<file path="config.mk">
export PLATFORM = sky130hd
export DESIGN_NAME = bit_band_alias_remapper
export DESIGN_NICKNAME = d
export VERILOG_FILES = /design/src/rtl/bit_band_decode.v /design/src/rtl/bit_band_alias_remapper.v
export VERILOG_INCLUDE_DIRS = /design/src /design/src/rtl
export SDC_FILE = /design/constraint.sdc
export NUM_CORES = 1
export LEC_CHECK = 0
export BUFFER_PORTS_ARGS = -buffer_cell sky130_fd_sc_hd__buf_2
export CORE_MARGIN = 2
export CORE_UTILIZATION = 56
export DETAILED_ROUTE_END_ITERATION = 6
export GPL_TIMING_DRIVEN = 0
export PLACE_DENSITY = 0.95
export SYNTH_ARGS = -nofsm -noshare
export SYNTH_HDL_FRONTEND = slang
export SYNTH_HIERARCHICAL = 1
export SYNTH_SLANG_ARGS = --single-unit
export TNS_END_PERCENT = 10
</file>
<file path="constraint.sdc">
create_clock -name MCLK_I -period 8 [get_ports MCLK_I]
set_clock_uncertainty 0.15 [all_clocks]
set_input_delay 1.6 -clock MCLK_I [delete_from_list [all_inputs] [get_ports MCLK_I]]
set_output_delay 1.6 -clock MCLK_I [all_outputs]
set_load 0.05 [all_outputs]
</file>
<file path="src/rtl/bit_band_defs.vh">
// address map and field constants for the bit-band alias remapper
`ifndef BIT_BAND_DEFS_VH
`define BIT_BAND_DEFS_VH
`define BB_SRAM_DIR_LO    32'h20000000
`define BB_SRAM_DIR_HI    32'h20007FFF
`define BB_PERI_DIR_LO    32'h40000000
`define BB_PERI_DIR_HI    32'h400FFFFF
`define BB_SRAM_ALIAS_LO  32'h22000000
`define BB_SRAM_ALIAS_HI  32'h220FFFFF
`define BB_PERI_ALIAS_LO  32'h42000000
`define BB_PERI_ALIAS_HI  32'h43FFFFFF
`define BB_SRAM_BAND_BASE 32'h20000000
`define BB_PERI_BAND_BASE 32'h40000000
`define BB_SIZE_BYTE      2'h0
`define BB_SIZE_HALF      2'h1
`define BB_SIZE_WORD      2'h2
`endif

</file>
<file path="src/rtl/bit_band_decode.v">
// alias address decoder: window hit and target byte address and bit number
`default_nettype none
module bit_band_decode
(
    input  wire [31:0] addr_i,
    input  wire        fetch_i,
    output reg         alias_o,
    output reg         fault_o,
    output reg  [31:0] tgt_addr_o,
    output reg  [2:0]  bit_o
);
`include "bit_band_defs.vh"
    reg in_sram;
    reg in_peri;
    always @*
    begin
        in_sram = (addr_i >= `BB_SRAM_ALIAS_LO) && (addr_i <= `BB_SRAM_ALIAS_HI);
        in_peri = (addr_i >= `BB_PERI_ALIAS_LO) && (addr_i <= `BB_PERI_ALIAS_HI);
        // data accesses remap; sram fetches pass; peripheral fetches fault
        alias_o = (in_sram || in_peri) && !fetch_i;
        fault_o = in_peri && fetch_i;
        // offset = byte*32 + bit*4
        bit_o = addr_i[4:2];
        tgt_addr_o = (in_peri ? `BB_PERI_BAND_BASE : `BB_SRAM_BAND_BASE) | {12'h000, addr_i[24:5]};
    end
endmodule // bit_band_decode
`default_nettype wire

</file>
<file path="src/rtl/bit_band_alias_remapper.v">
// bit-band alias remapper between a bus master and its slaves
`default_nettype none
module bit_band_alias_remapper
(
    input  wire        MCLK_I,
    input  wire        RST_I,
    input  wire        M_REQ_I,
    input  wire        M_WRITE_I,
    input  wire        M_FETCH_I,
    input  wire [1:0]  M_SIZE_I,
    input  wire [31:0] M_ADDR_I,
    input  wire [31:0] M_WDATA_I,
    output reg         M_DONE_O,
    output reg         M_ERR_O,
    output reg  [31:0] M_RDATA_O,
    output reg         S_REQ_O,
    output reg         S_WRITE_O,
    output reg  [1:0]  S_SIZE_O,
    output reg  [31:0] S_ADDR_O,
    output reg  [31:0] S_WDATA_O,
    input  wire        S_DONE_I,
    input  wire [31:0] S_RDATA_I
);
`include "bit_band_defs.vh"
    localparam [4:0] ST_IDLE = 5'h01;
    localparam [4:0] ST_PASS = 5'h02;
    localparam [4:0] ST_RD   = 5'h04;
    localparam [4:0] ST_WB   = 5'h08;
    localparam [4:0] ST_RESP = 5'h10;

    wire        dec_alias;
    wire        dec_fault;
    wire [31:0] dec_addr;
    wire [2:0]  dec_bit;

    reg  [4:0]  state_q;
    reg  [4:0]  state_d;
    reg         wr_q;
    reg         wbit_q;
    reg  [4:0]  pos_q;
    reg         s_req_d;
    reg         s_write_d;
    reg  [1:0]  s_size_d;
    reg  [31:0] s_addr_d;
    reg  [31:0] s_wdata_d;
    reg         done_d;
    reg         err_d;
    reg  [31:0] rdata_d;
    reg  [31:0] merged;
    reg  [4:0]  pos_d;

    bit_band_decode u_dec
    (
        .addr_i     (M_ADDR_I),
        .fetch_i    (M_FETCH_I),
        .alias_o    (dec_alias),
        .fault_o    (dec_fault),
        .tgt_addr_o (dec_addr),
        .bit_o      (dec_bit)
    );

    always @*
    begin
        state_d   = state_q;
        s_req_d   = S_REQ_O;
        s_write_d = S_WRITE_O;
        s_size_d  = S_SIZE_O;
        s_addr_d  = S_ADDR_O;
        s_wdata_d = S_WDATA_O;
        done_d    = 1'b0;
        err_d     = 1'b0;
        rdata_d   = M_RDATA_O;
        pos_d     = pos_q;
        merged    = S_RDATA_I;
        // bit lane within the word, little-endian byte order
        merged[pos_q] = wbit_q;
        case (state_q)
            ST_IDLE:
            begin
                if (M_REQ_I && dec_fault)
                begin
                    done_d  = 1'b1;
                    err_d   = 1'b1;
                    rdata_d = 32'h00000000;
                end
                else if (M_REQ_I && dec_alias)
                begin
                    // underlying address aligned to the request size
                    s_req_d   = 1'b1;
                    s_write_d = 1'b0;
                    s_size_d  = M_SIZE_I;
                    if (M_SIZE_I == `BB_SIZE_WORD)
                    begin
                        s_addr_d = {dec_addr[31:2], 2'h0};
                        pos_d    = {dec_addr[1:0], dec_bit};
                    end
                    else if (M_SIZE_I == `BB_SIZE_HALF)
                    begin
                        s_addr_d = {dec_addr[31:1], 1'h0};
                        pos_d    = {dec_addr[1:0], dec_bit};
                    end
                    else
                    begin
                        s_addr_d = dec_addr;
                        pos_d    = {dec_addr[1:0], dec_bit};
                    end
                    state_d = ST_RD;
                end
                else if (M_REQ_I)
                begin
                    // straight through: direct band ranges and everything else
                    s_req_d   = 1'b1;
                    s_write_d = M_WRITE_I;
                    s_size_d  = M_SIZE_I;
                    s_addr_d  = M_ADDR_I;
                    s_wdata_d = M_WDATA_I;
                    state_d   = ST_PASS;
                end
            end
            ST_PASS:
            begin
                if (S_DONE_I)
                begin
                    s_req_d = 1'b0;
                    done_d  = 1'b1;
                    rdata_d = S_RDATA_I;
                    state_d = ST_IDLE;
                end
            end
            ST_RD:
            begin
                if (S_DONE_I)
                begin
                    if (wr_q)
                    begin
                        // write back with only the target bit changed
                        s_write_d = 1'b1;
                        s_wdata_d = merged;
                        state_d   = ST_WB;
                    end
                    else
                    begin
                        s_req_d = 1'b0;
                        done_d  = 1'b1;
                        rdata_d = {31'h00000000, S_RDATA_I[pos_q]};
                        state_d = ST_IDLE;
                    end
                end
            end
            ST_WB:
            begin
                if (S_DONE_I)
                begin
                    s_req_d   = 1'b0;
                    s_write_d = 1'b0;
                    state_d   = ST_RESP;
                end
            end
            ST_RESP:
            begin
                done_d  = 1'b1;
                rdata_d = 32'h00000000;
                state_d = ST_IDLE;
            end
            default:
            begin
                state_d = ST_IDLE;
                s_req_d = 1'b0;
            end
        endcase
    end

    always @(posedge MCLK_I or posedge RST_I)
    begin
        if (RST_I)
        begin
            state_q   <= ST_IDLE;
            wr_q      <= 1'b0;
            wbit_q    <= 1'b0;
            pos_q     <= 5'h00;
            S_REQ_O   <= 1'b0;
            S_WRITE_O <= 1'b0;
            S_SIZE_O  <= 2'h0;
            S_ADDR_O  <= 32'h00000000;
            S_WDATA_O <= 32'h00000000;
            M_DONE_O  <= 1'b0;
            M_ERR_O   <= 1'b0;
            M_RDATA_O <= 32'h00000000;
        end
        else
        begin
            state_q   <= state_d;
            pos_q     <= pos_d;
            S_REQ_O   <= s_req_d;
            S_WRITE_O <= s_write_d;
            S_SIZE_O  <= s_size_d;
            S_ADDR_O  <= s_addr_d;
            S_WDATA_O <= s_wdata_d;
            M_DONE_O  <= done_d;
            M_ERR_O   <= err_d;
            M_RDATA_O <= rdata_d;
            if (state_q == ST_IDLE && M_REQ_I)
            begin
                wr_q   <= M_WRITE_I;
                wbit_q <= M_WDATA_I[0];
            end
        end
    end
endmodule // bit_band_alias_remapper
`default_nettype wire

</file>
==> qor.csv, run 1 <==
metric,value,unit
result of the run,finished clean,
final setup violation count,0,
post-route clock period utilization,0.525,
data required time at the worst endpoint,8.15,ns
clk_lat worst skew,0.42,ns
clk root buf,clkbuf_16,
average wire per standard cell,18.6,µm
cell taking the most area after synthesis,dfrtp_1,
average instance area after synthesis,10.2,µm²
row count,38,
leakage component of the power,4.19,nW
antenna violations before repair,0,
H-tree depth,4,
largest net degree at the start of global routing,74,
min Tclk post-route,4.20,ns
Synth Area in Adders,0,
cell area power density,419,nW/µm²
fraction of the mapped netlist area in simple logic gates,0.131,
unrepaired setup endpoints after global routing,no,
fraction of synthesized area in multiplexers,0.201,
First DRT Iteration DRCs,533,
Maximum Capacitance Violations,0,
"Seq/Total Area, Yosys",0.448,
final antenna-violating net count,0,
Worst-Margin Slew,0.771,ns
combinational family with the most area after synthesis,multiplexers,
vias in the first global route,6015,
grt total ovfl,0,
Horiz. Die Dim,111,µm
r2r worst-path depth,8,
count of input and output buffers,204,
flop and latch count out of synthesis,114,
global-route wire length before repair,30.4,mm
synthesis-to-finish area growth,28.4,%
placeable core region,11000,µm²
crit path max fanout,10,
launching instance or port of the critical path,M_ADDR_I[20],
CTS Hold Buffers Added,0,
critical path arrival,4.34,ns
share of Yosys cell area claimed by the top area cell type,0.444,
routability congestion estimate from global placement,0.926,
final-stage net count,961,
cells taking the most area after synthesis,"dfrtp_1 44%, mux2i_1 11%, mux2_2 8.0%",
count of warnings emitted by yosys,6,
Die ar.,12200,µm²
end of the critical path,S_WDATA_O[26]$_DFFE_PP0P_,
die boundary height,111,µm
fin cells,1008,
buffer depth of the longest clock path,2,
Detail Placement HPWL,14.0,mm
CTS-repair resized insts,0,
post-synthesis instance area,6360,µm²
post-synthesis async set-or-reset flop share,1.00,
parity-gate share of the synthesized area counting xor and xnor cells,0.00138,
post-CTS setup buffer count,0,
number of clock buffers inserted by TritonCTS,17,
Hold Path Class,reg2reg,
worst setup path class,in2reg,
first-pass iteration count of the detailed router,5,
ANT cells,0,
vias per cell,5.86,
sink count of the clock tree,114,
share of final-layout standard cells stronger than drive strength 1,0.404,
"Reg clk slew, reported paths",0.05,ns
Post-Syn Instances,624,
count of final max-slew check failures,0,
count of different cell masters after synthesis,56,
headroom to the max-slew limit,0.486,
aggregate negative setup slack,0,ns
number of flops mapped to enable cells by yosys,0,
placed cells,978,
total global routing track utilization,0.311,
number of remaining DRC errors,0,
capture instance of the worst register-to-register path,S_WDATA_O[26]$_DFFE_PP0P_,
VDD IR-drop max,341,µV
CTS tree,yes,
io pins,206,
fin util,0.744,
final wirelength,18.7,mm
r2r startpoint,state_q[2]$_DFFE_PP0P_,
worst setup slack for register-to-register paths,5.45,ns
Initial Util,0.580,
area fraction in compound gates after synthesis,0.134,
Hold WS,0.345,ns
Critical Path Sink Type,register,
main flop type after synthesis,dfrtp_1,
startpoint kind of the worst setup timing path,input port,
final number of hold-violating endpoints,0,
vias post-DR,5906,
highest clock frequency the design can meet,238,MHz
-- flip-flops by register name, indices dropped and copies added (netlist names) --
register / flops
M_RDATA_O: 32
M_ERR_O: 1
M_DONE_O: 1
pos_q: 5
S_ADDR_O: 32
S_REQ_O: 1
wbit_q: 1
S_WDATA_O: 32
wr_q: 1
state_q: 5
S_WRITE_O: 1
S_SIZE_O: 2
-- placed cells by master, fill, tap and decap left out, types with 17 or more instances in the layout --
master	Yosys	layout
a21oi_1	35	35
buf_2	11	215
nor2_1	55	55
o21ai_0	25	25
clkbuf_16	0	17
mux2i_1	69	69
buf_4	37	37
mux2_2	45	45
a22o_1	31	31
clkbuf_1	19	20
dfrtp_1	113	113
nand2_1	57	57
-- Yosys cell counts (2+ instances only) --
cell	n
o21ai_0	25
a22oi_1	3
nor3b_1	5
nor3_1	7
dfrtp_1	113
a32oi_1	3
nand3b_1	5
buf_4	37
inv_1	5
and2_1	3
buf_6	8
a21oi_1	35
o21ai_1	16
mux4_2	3
nand3_1	8
mux2_2	45
a311o_1	2
nor2b_1	7
buf_1	5
o22ai_1	3
nand2_1	57
a22o_1	31
nand4_1	6
nor4_1	2
nor2_1	55
a221o_1	2
nand2b_1	8
mux2i_1	69
clkbuf_1	19
buf_2	11
-- metrics by stage --
stage               cell area [µm²]  setup WS [ns]  power [mW]
floorplan                      6400           3.24        2.29
global placement               7590           1.98        2.68
detailed placement             7620           3.42        2.72
CTS                            8180           3.84        3.43
global route                   8180           3.72        3.58
finish                         8180           3.80        3.42
-- how the worst min path moves through the flow --
stage                             start                       end  depth (start not counted)
2_1_floorplan          wr_q$_DFFE_PP0P_          wr_q$_DFFE_PP0P_                          1
3_5_place_dp      S_WRITE_O$_DFFE_PP0P_     S_WRITE_O$_DFFE_PP0P_                          1
4_1_cts           S_WRITE_O$_DFFE_PP0P_     S_WRITE_O$_DFFE_PP0P_                          1
6_report          S_WRITE_O$_DFFE_PP0P_     S_WRITE_O$_DFFE_PP0P_                          1
5_1_grt        M_RDATA_O[4]$_DFFE_PP0P_  M_RDATA_O[4]$_DFFE_PP0P_                          1
3_3_place_gp      S_WRITE_O$_DFFE_PP0P_     S_WRITE_O$_DFFE_PP0P_                          1
-- routing by layer --
metal,track usage,share of wire
met1,0.371,0.38
met5,0,0
met3,0.0917,0.088
met2,0.508,0.49
met4,0.167,0.041
-- final cells by class --
class	instances	area, µm²
Buffer	81	518
Clock buffer	25	526
Clock inverter	5	25.0
Fill cell	758	2810
Inverter	6	25.0
Multi-Input combinational cell	432	3000
Sequential cell	114	2850
Tap cell	140	175
Timing Repair Buffer	205	1050
-- where the power goes --
group	total [mW]	switching (mW)	internal [mW]
clock network	0.697	0.251	0.446
logic	1.77	1.27	0.495
registers	0.959	0.132	0.827
total	3.42	1.66	1.77
-- critical path, stage by stage --
cell      delay (ns)
buf_2           0.12
nor4_1          0.36
o21ai_0         0.14
a21o_1          0.21
a221oi_2        0.34
nand2_1         0.31
nand2_1         0.16
a22oi_1         0.07
o21ai_1         0.35
buf_4           0.31
mux2_2          0.36
-- kinds of logic (layout without fill, tap and decap cells) --
logic type                after synthesis  count (layout)
muxes                                 118             118
AOI/OAI and AO/OA                     129             129
buffers and inverters                  87             322
other                                   1              10
xor gates and xnor gates                1               1
and+or+nand+nor                       174             174
DFF                                   114             114
No activity file was read; power rests on OpenSTA's default activity.
==> inputs of run 2 (changes only) <==
--- a/config.mk
+++ b/config.mk
@@ -6,12 +6,13 @@
 export SDC_FILE = /design/constraint.sdc
 export NUM_CORES = 1
 export LEC_CHECK = 0
+export ABC_AREA = 1
 export BUFFER_PORTS_ARGS = -buffer_cell sky130_fd_sc_hd__buf_2
 export CORE_MARGIN = 2
-export CORE_UTILIZATION = 56
+export CORE_UTILIZATION = 52
 export DETAILED_ROUTE_END_ITERATION = 6
 export GPL_TIMING_DRIVEN = 0
-export PLACE_DENSITY = 0.95
+export PLACE_DENSITY = 0.93
 export SYNTH_ARGS = -nofsm -noshare
 export SYNTH_HDL_FRONTEND = slang
 export SYNTH_HIERARCHICAL = 1
==> constraint.sdc (replaced) <==
create_clock -name MCLK_I -period 4.1 [get_ports MCLK_I]
set_clock_uncertainty 0.15 [all_clocks]
set_input_delay 0.82 -clock MCLK_I [delete_from_list [all_inputs] [get_ports MCLK_I]]
set_output_delay 0.82 -clock MCLK_I [all_outputs]
set_load 0.05 [all_outputs]
==> qor.csv, run 2 <==
metric,value,unit,change
result of the run,finished clean,,
count of different cell masters after synthesis,34,,-39%
leakage component of the power,4.65,nW,+11%
crit path max fanout,10,,unchanged
average wire per standard cell,15.7,µm,-15%
vias in the first global route,6781,,+13%
average instance area after synthesis,7.16,µm²,-30%
worst setup path class,in2reg,,
most instantiated library cell after synthesis,nand2_1,,
Initial Util,0.537,,-0.0426
sink count of the clock tree,114,,unchanged
VDD IR-drop max,435,µV,+28%
placeable core region,12100,µm²,+9.8%
vias post-DR,7133,,+21%
grt total ovfl,0,,unchanged
io pins,206,,unchanged
final setup violation count,0,,unchanged
Die ar.,13400,µm²,+9.2%
unrepaired setup endpoints after global routing,no,,
final number of hold-violating endpoints,0,,unchanged
share of final-layout standard cells stronger than drive strength 1,0.275,,-0.129
Worst-Margin Slew,0.713,ns,-0.0584 ns
count of final max-slew check failures,0,,unchanged
highest clock frequency the design can meet,330,MHz,
main flop type after synthesis,dfrtp_1,,
CTS tree,yes,,
global-route wire length before repair,32.4,mm,+6.4%
uppermost signal routing layer after detailed routing,met4,,
largest net degree at the start of global routing,61,,-18%
critical path arrival,3.23,ns,-1.11 ns
met3 wire length,2.07,mm,+26%
leading registers by flop count,"M_RDATA_O: 32 flops, S_ADDR_O: 32 flops, S_WDATA_O: 32 flops",,
CTS-repair resized insts,0,,unchanged
aggregate negative setup slack,0,ns,unchanged
cell taking the most area after synthesis,dfrtp_1,,
"Reg clk slew, reported paths",0.05,ns,about the same
worst setup slack for register-to-register paths,1.98,ns,-3.47 ns
"most common cell after layout, fill and taps aside",nand2_1,,
share of Yosys cell area claimed by the top area cell type,0.437,,-0.00764
count of input and output buffers,205,,+0.49%
final wirelength,20.8,mm,+11%
data required time at the worst endpoint,4.30,ns,-3.85 ns
Detail Placement HPWL,15.8,mm,+13%
startpoint kind of the worst setup timing path,input port,,
cells taking the most area after synthesis,"dfrtp_1 44%, nand2_1 20%, o21ai_0 7.0%",,
Maximum Capacitance Violations,0,,unchanged
Critical Path Sink Type,register,,
most frequent cells in the layout,"349 x nand2_1, 220 x buf_2, 113 x dfrtp_1, 91 x o21ai_0, 71 x inv_1",,
number of clock buffers inserted by TritonCTS,17,,unchanged
final antenna-violating net count,0,,unchanged
count of warnings emitted by yosys,6,,unchanged
post-synthesis instance area,6480,µm²,+1.7%
final-stage net count,1243,,+29%
Hold Path Class,reg2reg,,
Hold Crit Start,S_WRITE_O$_DFFE_PP0P_,,
launching instance or port of the critical path,M_ADDR_I[26],,
number of remaining DRC errors,0,,unchanged
total global routing track utilization,0.315,,+0.00360
min Tclk post-route,3.03,ns,
post-synthesis async set-or-reset flop share,1.00,,unchanged
number of flops mapped to enable cells by yosys,0,,unchanged
antenna violations before repair,0,,unchanged
cell area power density,882,nW/µm²,+110%
sum of met2 wire segment lengths after detailed routing,9.78,mm,+6.7%
Horiz. Die Dim,116,µm,+4.5%
minimum setup slack in the final design,1.07,ns,-2.73 ns
WL met1,7.70,mm,+8.1%
buffer depth of the longest clock path,2,,unchanged
H-tree depth,4,,unchanged
r2r startpoint,state_q[0]$_DFFE_PP1P_,,
synthesis-to-finish area growth,30.1,%,
CTS Hold Buffers Added,0,,unchanged
first-pass iteration count of the detailed router,7,,+2
vias per cell,5.40,,-7.8%
Place WS,0.739,ns,-2.68 ns
routability congestion estimate from global placement,0.978,,+5.7%
layout filler cell count,1001,,+32%
ANT cells,0,,unchanged
die boundary height,116,µm,+4.5%
Post-Syn Instances,905,,+45%
headroom to the max-slew limit,0.521,,+0.0352
post-route clock period utilization,0.739,,
First DRT Iteration DRCs,831,,+56%
clk root buf,clkbuf_16,,
clk_lat worst skew,0.41,ns,about the same
"Seq/Total Area, Yosys",0.441,,-0.00771
row count,40,,+5.3%
post-CTS setup buffer count,0,,unchanged
"top cells by count, synth","349 x nand2_1, 113 x dfrtp_1, 91 x o21ai_0, 72 x inv_1, 58 x nor2_1",,
flop and latch count out of synthesis,114,,unchanged
-- run 2: layout make-up --
class / instances / area (µm²) / area share
inverters: 77 / 292 / 0.0346
flip-flops and latches: 114 / 2850 / 0.339
clock buffers: 24 / 502 / 0.0595
plain buffers: 77 / 488 / 0.0579
clock inverters: 8 / 148 / 0.0175
well taps: 168 / 210 / 0.0249
multi-input cells: 646 / 2880 / 0.342
repair buffers: 206 / 1050 / 0.125
-- run 2: cell families after synthesis --
group / share of synthesized area
AOI/OAI and AO/OA: 0.155
other: 0.000579
and+or+nand+nor: 0.284
buffers and inverters: 0.120
DFF: 0.441
-- run 2: routing by layer --
metal | GRT usage | vias up
li1 | - | 3327
met1 | 0.361 | 3247
met2 | 0.511 | 458
met3 | 0.0936 | 101
met4 | 0.211 | 0
met5 | 0 | -
-- run 2: path summary, 6_finish.rpt --
kind	end	cells past startpoint
setup / recovery	S_WDATA_O[11]$_DFFE_PP0P_	13
hold / removal	S_WRITE_O$_DFFE_PP0P_	2
setup reg to reg	S_WDATA_O[11]$_DFFE_PP0P_	8
hold reg to reg	S_WRITE_O$_DFFE_PP0P_	2
max in group asynchronous	S_WDATA_O[2]$_DFFE_PP0P_	3
min in group asynchronous	S_ADDR_O[27]$_DFFE_PP0P_	2
-- run 2: stage by stage --
step | power (mW) | hold slack (ns) | util | cells | area [µm²]
after floorplan | 4.82 | 0.369 | - | 914 | 6510
after global routing | 7.84 | 0.354 | 0.699 | 1320 | 8430
final | 7.43 | 0.319 | 0.699 | 1320 | 8430
after global placement | 5.71 | 0.300 | 0.642 | 1287 | 7750
after CTS | 7.43 | 0.331 | 0.699 | 1320 | 8430
after detailed placement | 5.80 | 0.304 | 0.645 | 1288 | 7780
-- run 2: power breakdown --
group / total, mW / switching (mW) / internal, mW
registers: 1.96 / 0.308 / 1.65
logic: 3.88 / 2.97 / 0.907
clock network: 1.60 / 0.503 / 1.10
-- run 2: critical path: stages --
cell and delay, ns:
buf_2 0.11, nor2_1 0.20, nand2_1 0.11, a21oi_1 0.19, nand3_1 0.14, a21oi_2 0.18, nand2_1 0.19, inv_1 0.27
nor2_1 0.14, nor2_2 0.28, clkbuf_1 0.34, o21ai_0 0.17, nand2_1 0.08
==> inputs of run 3 (changes only) <==
--- a/config.mk
+++ b/config.mk
@@ -9,10 +9,10 @@
 export ABC_AREA = 1
 export BUFFER_PORTS_ARGS = -buffer_cell sky130_fd_sc_hd__buf_2
 export CORE_MARGIN = 2
-export CORE_UTILIZATION = 52
+export CORE_UTILIZATION = 47
 export DETAILED_ROUTE_END_ITERATION = 6
 export GPL_TIMING_DRIVEN = 0
-export PLACE_DENSITY = 0.93
+export PLACE_DENSITY = 0.9
 export SYNTH_ARGS = -nofsm -noshare
 export SYNTH_HDL_FRONTEND = slang
 export SYNTH_HIERARCHICAL = 1
==> constraint.sdc (replaced) <==
create_clock -name MCLK_I -period 2.65 [get_ports MCLK_I]
set_clock_uncertainty 0.15 [all_clocks]
set_input_delay 0.53 -clock MCLK_I [delete_from_list [all_inputs] [get_ports MCLK_I]]
set_output_delay 0.53 -clock MCLK_I [all_outputs]
set_load 0.05 [all_outputs]
==> qor.csv, run 3 (synthesis results as in run 2) <==
metric,value,unit,change
share of final-layout standard cells stronger than drive strength 1,0.279,,+0.00371
Critical Path Sink Type,register,,
first-pass iteration count of the detailed router,5,,-2
clk_lat worst skew,0.41,ns,about the same
crit path max fanout,10,,unchanged
aggregate negative setup slack,0,ns,unchanged
"most common cell after layout, fill and taps aside",nand2_1,,
grt total ovfl,0,,unchanged
row count,42,,+5.0%
VDD IR-drop max,791,µV,+82%
die boundary height,121,µm,+5.0%
Maximum Capacitance Violations,0,,unchanged
global-route wire length before repair,31.0,mm,-4.2%
buffer depth of the longest clock path,2,,unchanged
clk root buf,clkbuf_16,,
total power consumption of the routed design,11.1,mW,+50%
count of final max-slew check failures,0,,unchanged
final number of hold-violating endpoints,0,,unchanged
result of the run,finished clean,,
final cell area excluding filler cells,8380,µm²,-0.52%
cell family with the largest share of critical-path delay,simple AND/OR/NAND/NOR gates,,
CTS tree,yes,,
launching instance or port of the critical path,M_ADDR_I[31],,
"Reg clk slew, reported paths",0.05,ns,about the same
H-tree depth,4,,unchanged
layout filler cell count,1246,,+24%
post-route clock period utilization,0.891,,
most frequent cells in the layout,"349 x nand2_1, 220 x buf_2, 113 x dfrtp_1, 91 x o21ai_0, 70 x inv_1",,
ANT cells,0,,unchanged
CTS Hold Buffers Added,0,,unchanged
worst-path cell chain,buf_2 > inv_1 > nand2_1 > inv_1 > nand2_1 > a21oi_1 > nand3_1 > a21oi_2 > nand2_1 > inv_2 > nor2_1 > nor2_4 > clkbuf_2 > o21ai_0 > nand2_1,,
min Tclk post-route,2.36,ns,
Die ar.,14700,µm²,+10%
r2r startpoint,state_q[0]$_DFFE_PP1P_,,
First DRT Iteration DRCs,599,,-28%
CP Buf/Inv Count,5,,+2
routability congestion estimate from global placement,0.989,,+1.2%
data required time at the worst endpoint,2.85,ns,-1.45 ns
number of remaining DRC errors,0,,unchanged
capture instance of the worst register-to-register path,S_ADDR_O[30]$_DFFE_PP0P_,,
critical path's slowest cell,clkbuf_2,,
vias in the first global route,6468,,-4.6%
Worst-Margin Slew,0.706,ns,-0.00654 ns
vias per cell,5.22,,-3.3%
final antenna-violating net count,0,,unchanged
leakage component of the power,4.64,nW,-0.20%
worst setup path class,in2reg,,
worst setup slack for register-to-register paths,0.58,ns,-1.40 ns
unrepaired setup endpoints after global routing,no,,
placeable core region,13300,µm²,+11%
number of clock buffers inserted by TritonCTS,17,,unchanged
final-stage net count,1245,,+0.16%
cell area power density,1330,nW/µm²,+51%
Initial Util,0.485,,-0.0517
Hold Path Class,in2async,,
headroom to the max-slew limit,0.525,,+0.00439
count of input and output buffers,205,,unchanged
total global routing track utilization,0.273,,-0.0420
synthesis-to-finish area growth,29.4,%,
average wire per standard cell,15.2,µm,-3.6%
r2r worst-path depth,8,,unchanged
vias post-DR,6932,,-2.8%
startpoint kind of the worst setup timing path,input port,,
Horiz. Die Dim,121,µm,+5.0%
largest net degree at the start of global routing,44,,-28%
sink count of the clock tree,114,,unchanged
leading registers by flop count,"M_RDATA_O: 32 flops, S_ADDR_O: 32 flops, S_WDATA_O: 32 flops",,
Detail Placement HPWL,15.8,mm,about the same
highest clock frequency the design can meet,423,MHz,
final wirelength,20.1,mm,-3.1%
io pins,206,,unchanged
Hold WS,0.0470,ns,-0.272 ns
final setup violation count,0,,unchanged
antenna violations before repair,0,,unchanged
"Largest stage delay, worst path",0.26,ns,-0.08 ns
critical path arrival,2.56,ns,-0.67 ns
cell mode on critical path,nand2_1,,
cell area after placement,7820,µm²,+0.56%
==> run 3: changes by cell type in the layout (fill, tap and decap cells not counted) <==
cell,change
buf_16,-1
nor2_4,+1
inv_2,+1
clkinvlp_4,-2
nor2_2,-1
clkbuf_1,-4
inv_1,-1
clkbuf_2,+3
bufinv_16,-3
clkinv_2,+4
buf_12,+3
inv_4,-1
==> run 3: worst reg2reg max path: cells and delay by family, from the launching register on <==
kind,cells,cell delay (ns)
buf+inv,3,0.38
compound gates,1,0.12
flops,1,0.56
simple gates,4,0.74
==> run 3: final cells by class <==
cell class	count	area, µm²	share of cell area
Buffer	77	492	0.0587
Clock buffer	23	498	0.0594
Clock inverter	6	55.1	0.00657
Inverter	77	293	0.0349
Multi-Input combinational cell	646	2880	0.344
Sequential cell	114	2850	0.340
Tap cell	176	220	0.0263
Timing Repair Buffer	208	1090	0.130
==> run 3: per-layer routing <==
metal	wire length [µm]	GRT usage
met5	0	0
met2	9900	0.473
met4	687	0.126
met1	7770	0.313
met3	1790	0.0738
==> run 3: timing repair <==
action,in CTS,in global routing
setup buffers,0,0
pin swaps,0,0
resized for setup,1,6
endpoints found under the hold margin,0,0
setup endpoints to repair,1,30
==> run 3: where the power goes <==
| group | total, mW | switching (mW) | leakage, nW | internal, mW |
|---|---|---|---|---|
| Combinational | 5.98 | 4.56 | 2.99 | 1.42 |
| Clock | 2.14 | 0.753 | 0.280 | 1.38 |
| Sequential | 3.02 | 0.472 | 1.37 | 2.55 |
==> run 3: worst max path at each step <==
| stage | to | slack, ns | depth (start not counted) |
|---|---|---|---|
| floorplan | S_WDATA_O[12]$_DFFE_PP0P_ | 0.34 | 14 |
| global placement | S_WDATA_O[7]$_DFFE_PP0P_ | -0.38 | 15 |
| detailed placement | S_WDATA_O[2]$_DFFE_PP0P_ | -0.43 | 15 |
| CTS | S_WDATA_O[3]$_DFFE_PP0P_ | 0.01 | 15 |
| global route | S_WDATA_O[0]$_DFFE_PP0P_ | 0.07 | 14 |
| finish | S_WDATA_O[8]$_DFFE_PP0P_ | 0.29 | 15 |
==> run 3: through the flow <==
step | setup slack [ns] | cells | utilization
floorplan | 0.338 | 914 | -
global placement | -0.376 | 1295 | 0.581
finish | 0.288 | 1327 | 0.628
detailed placement | -0.431 | 1298 | 0.586
global route | 0.0712 | 1327 | 0.628
CTS | 0.0143 | 1327 | 0.627
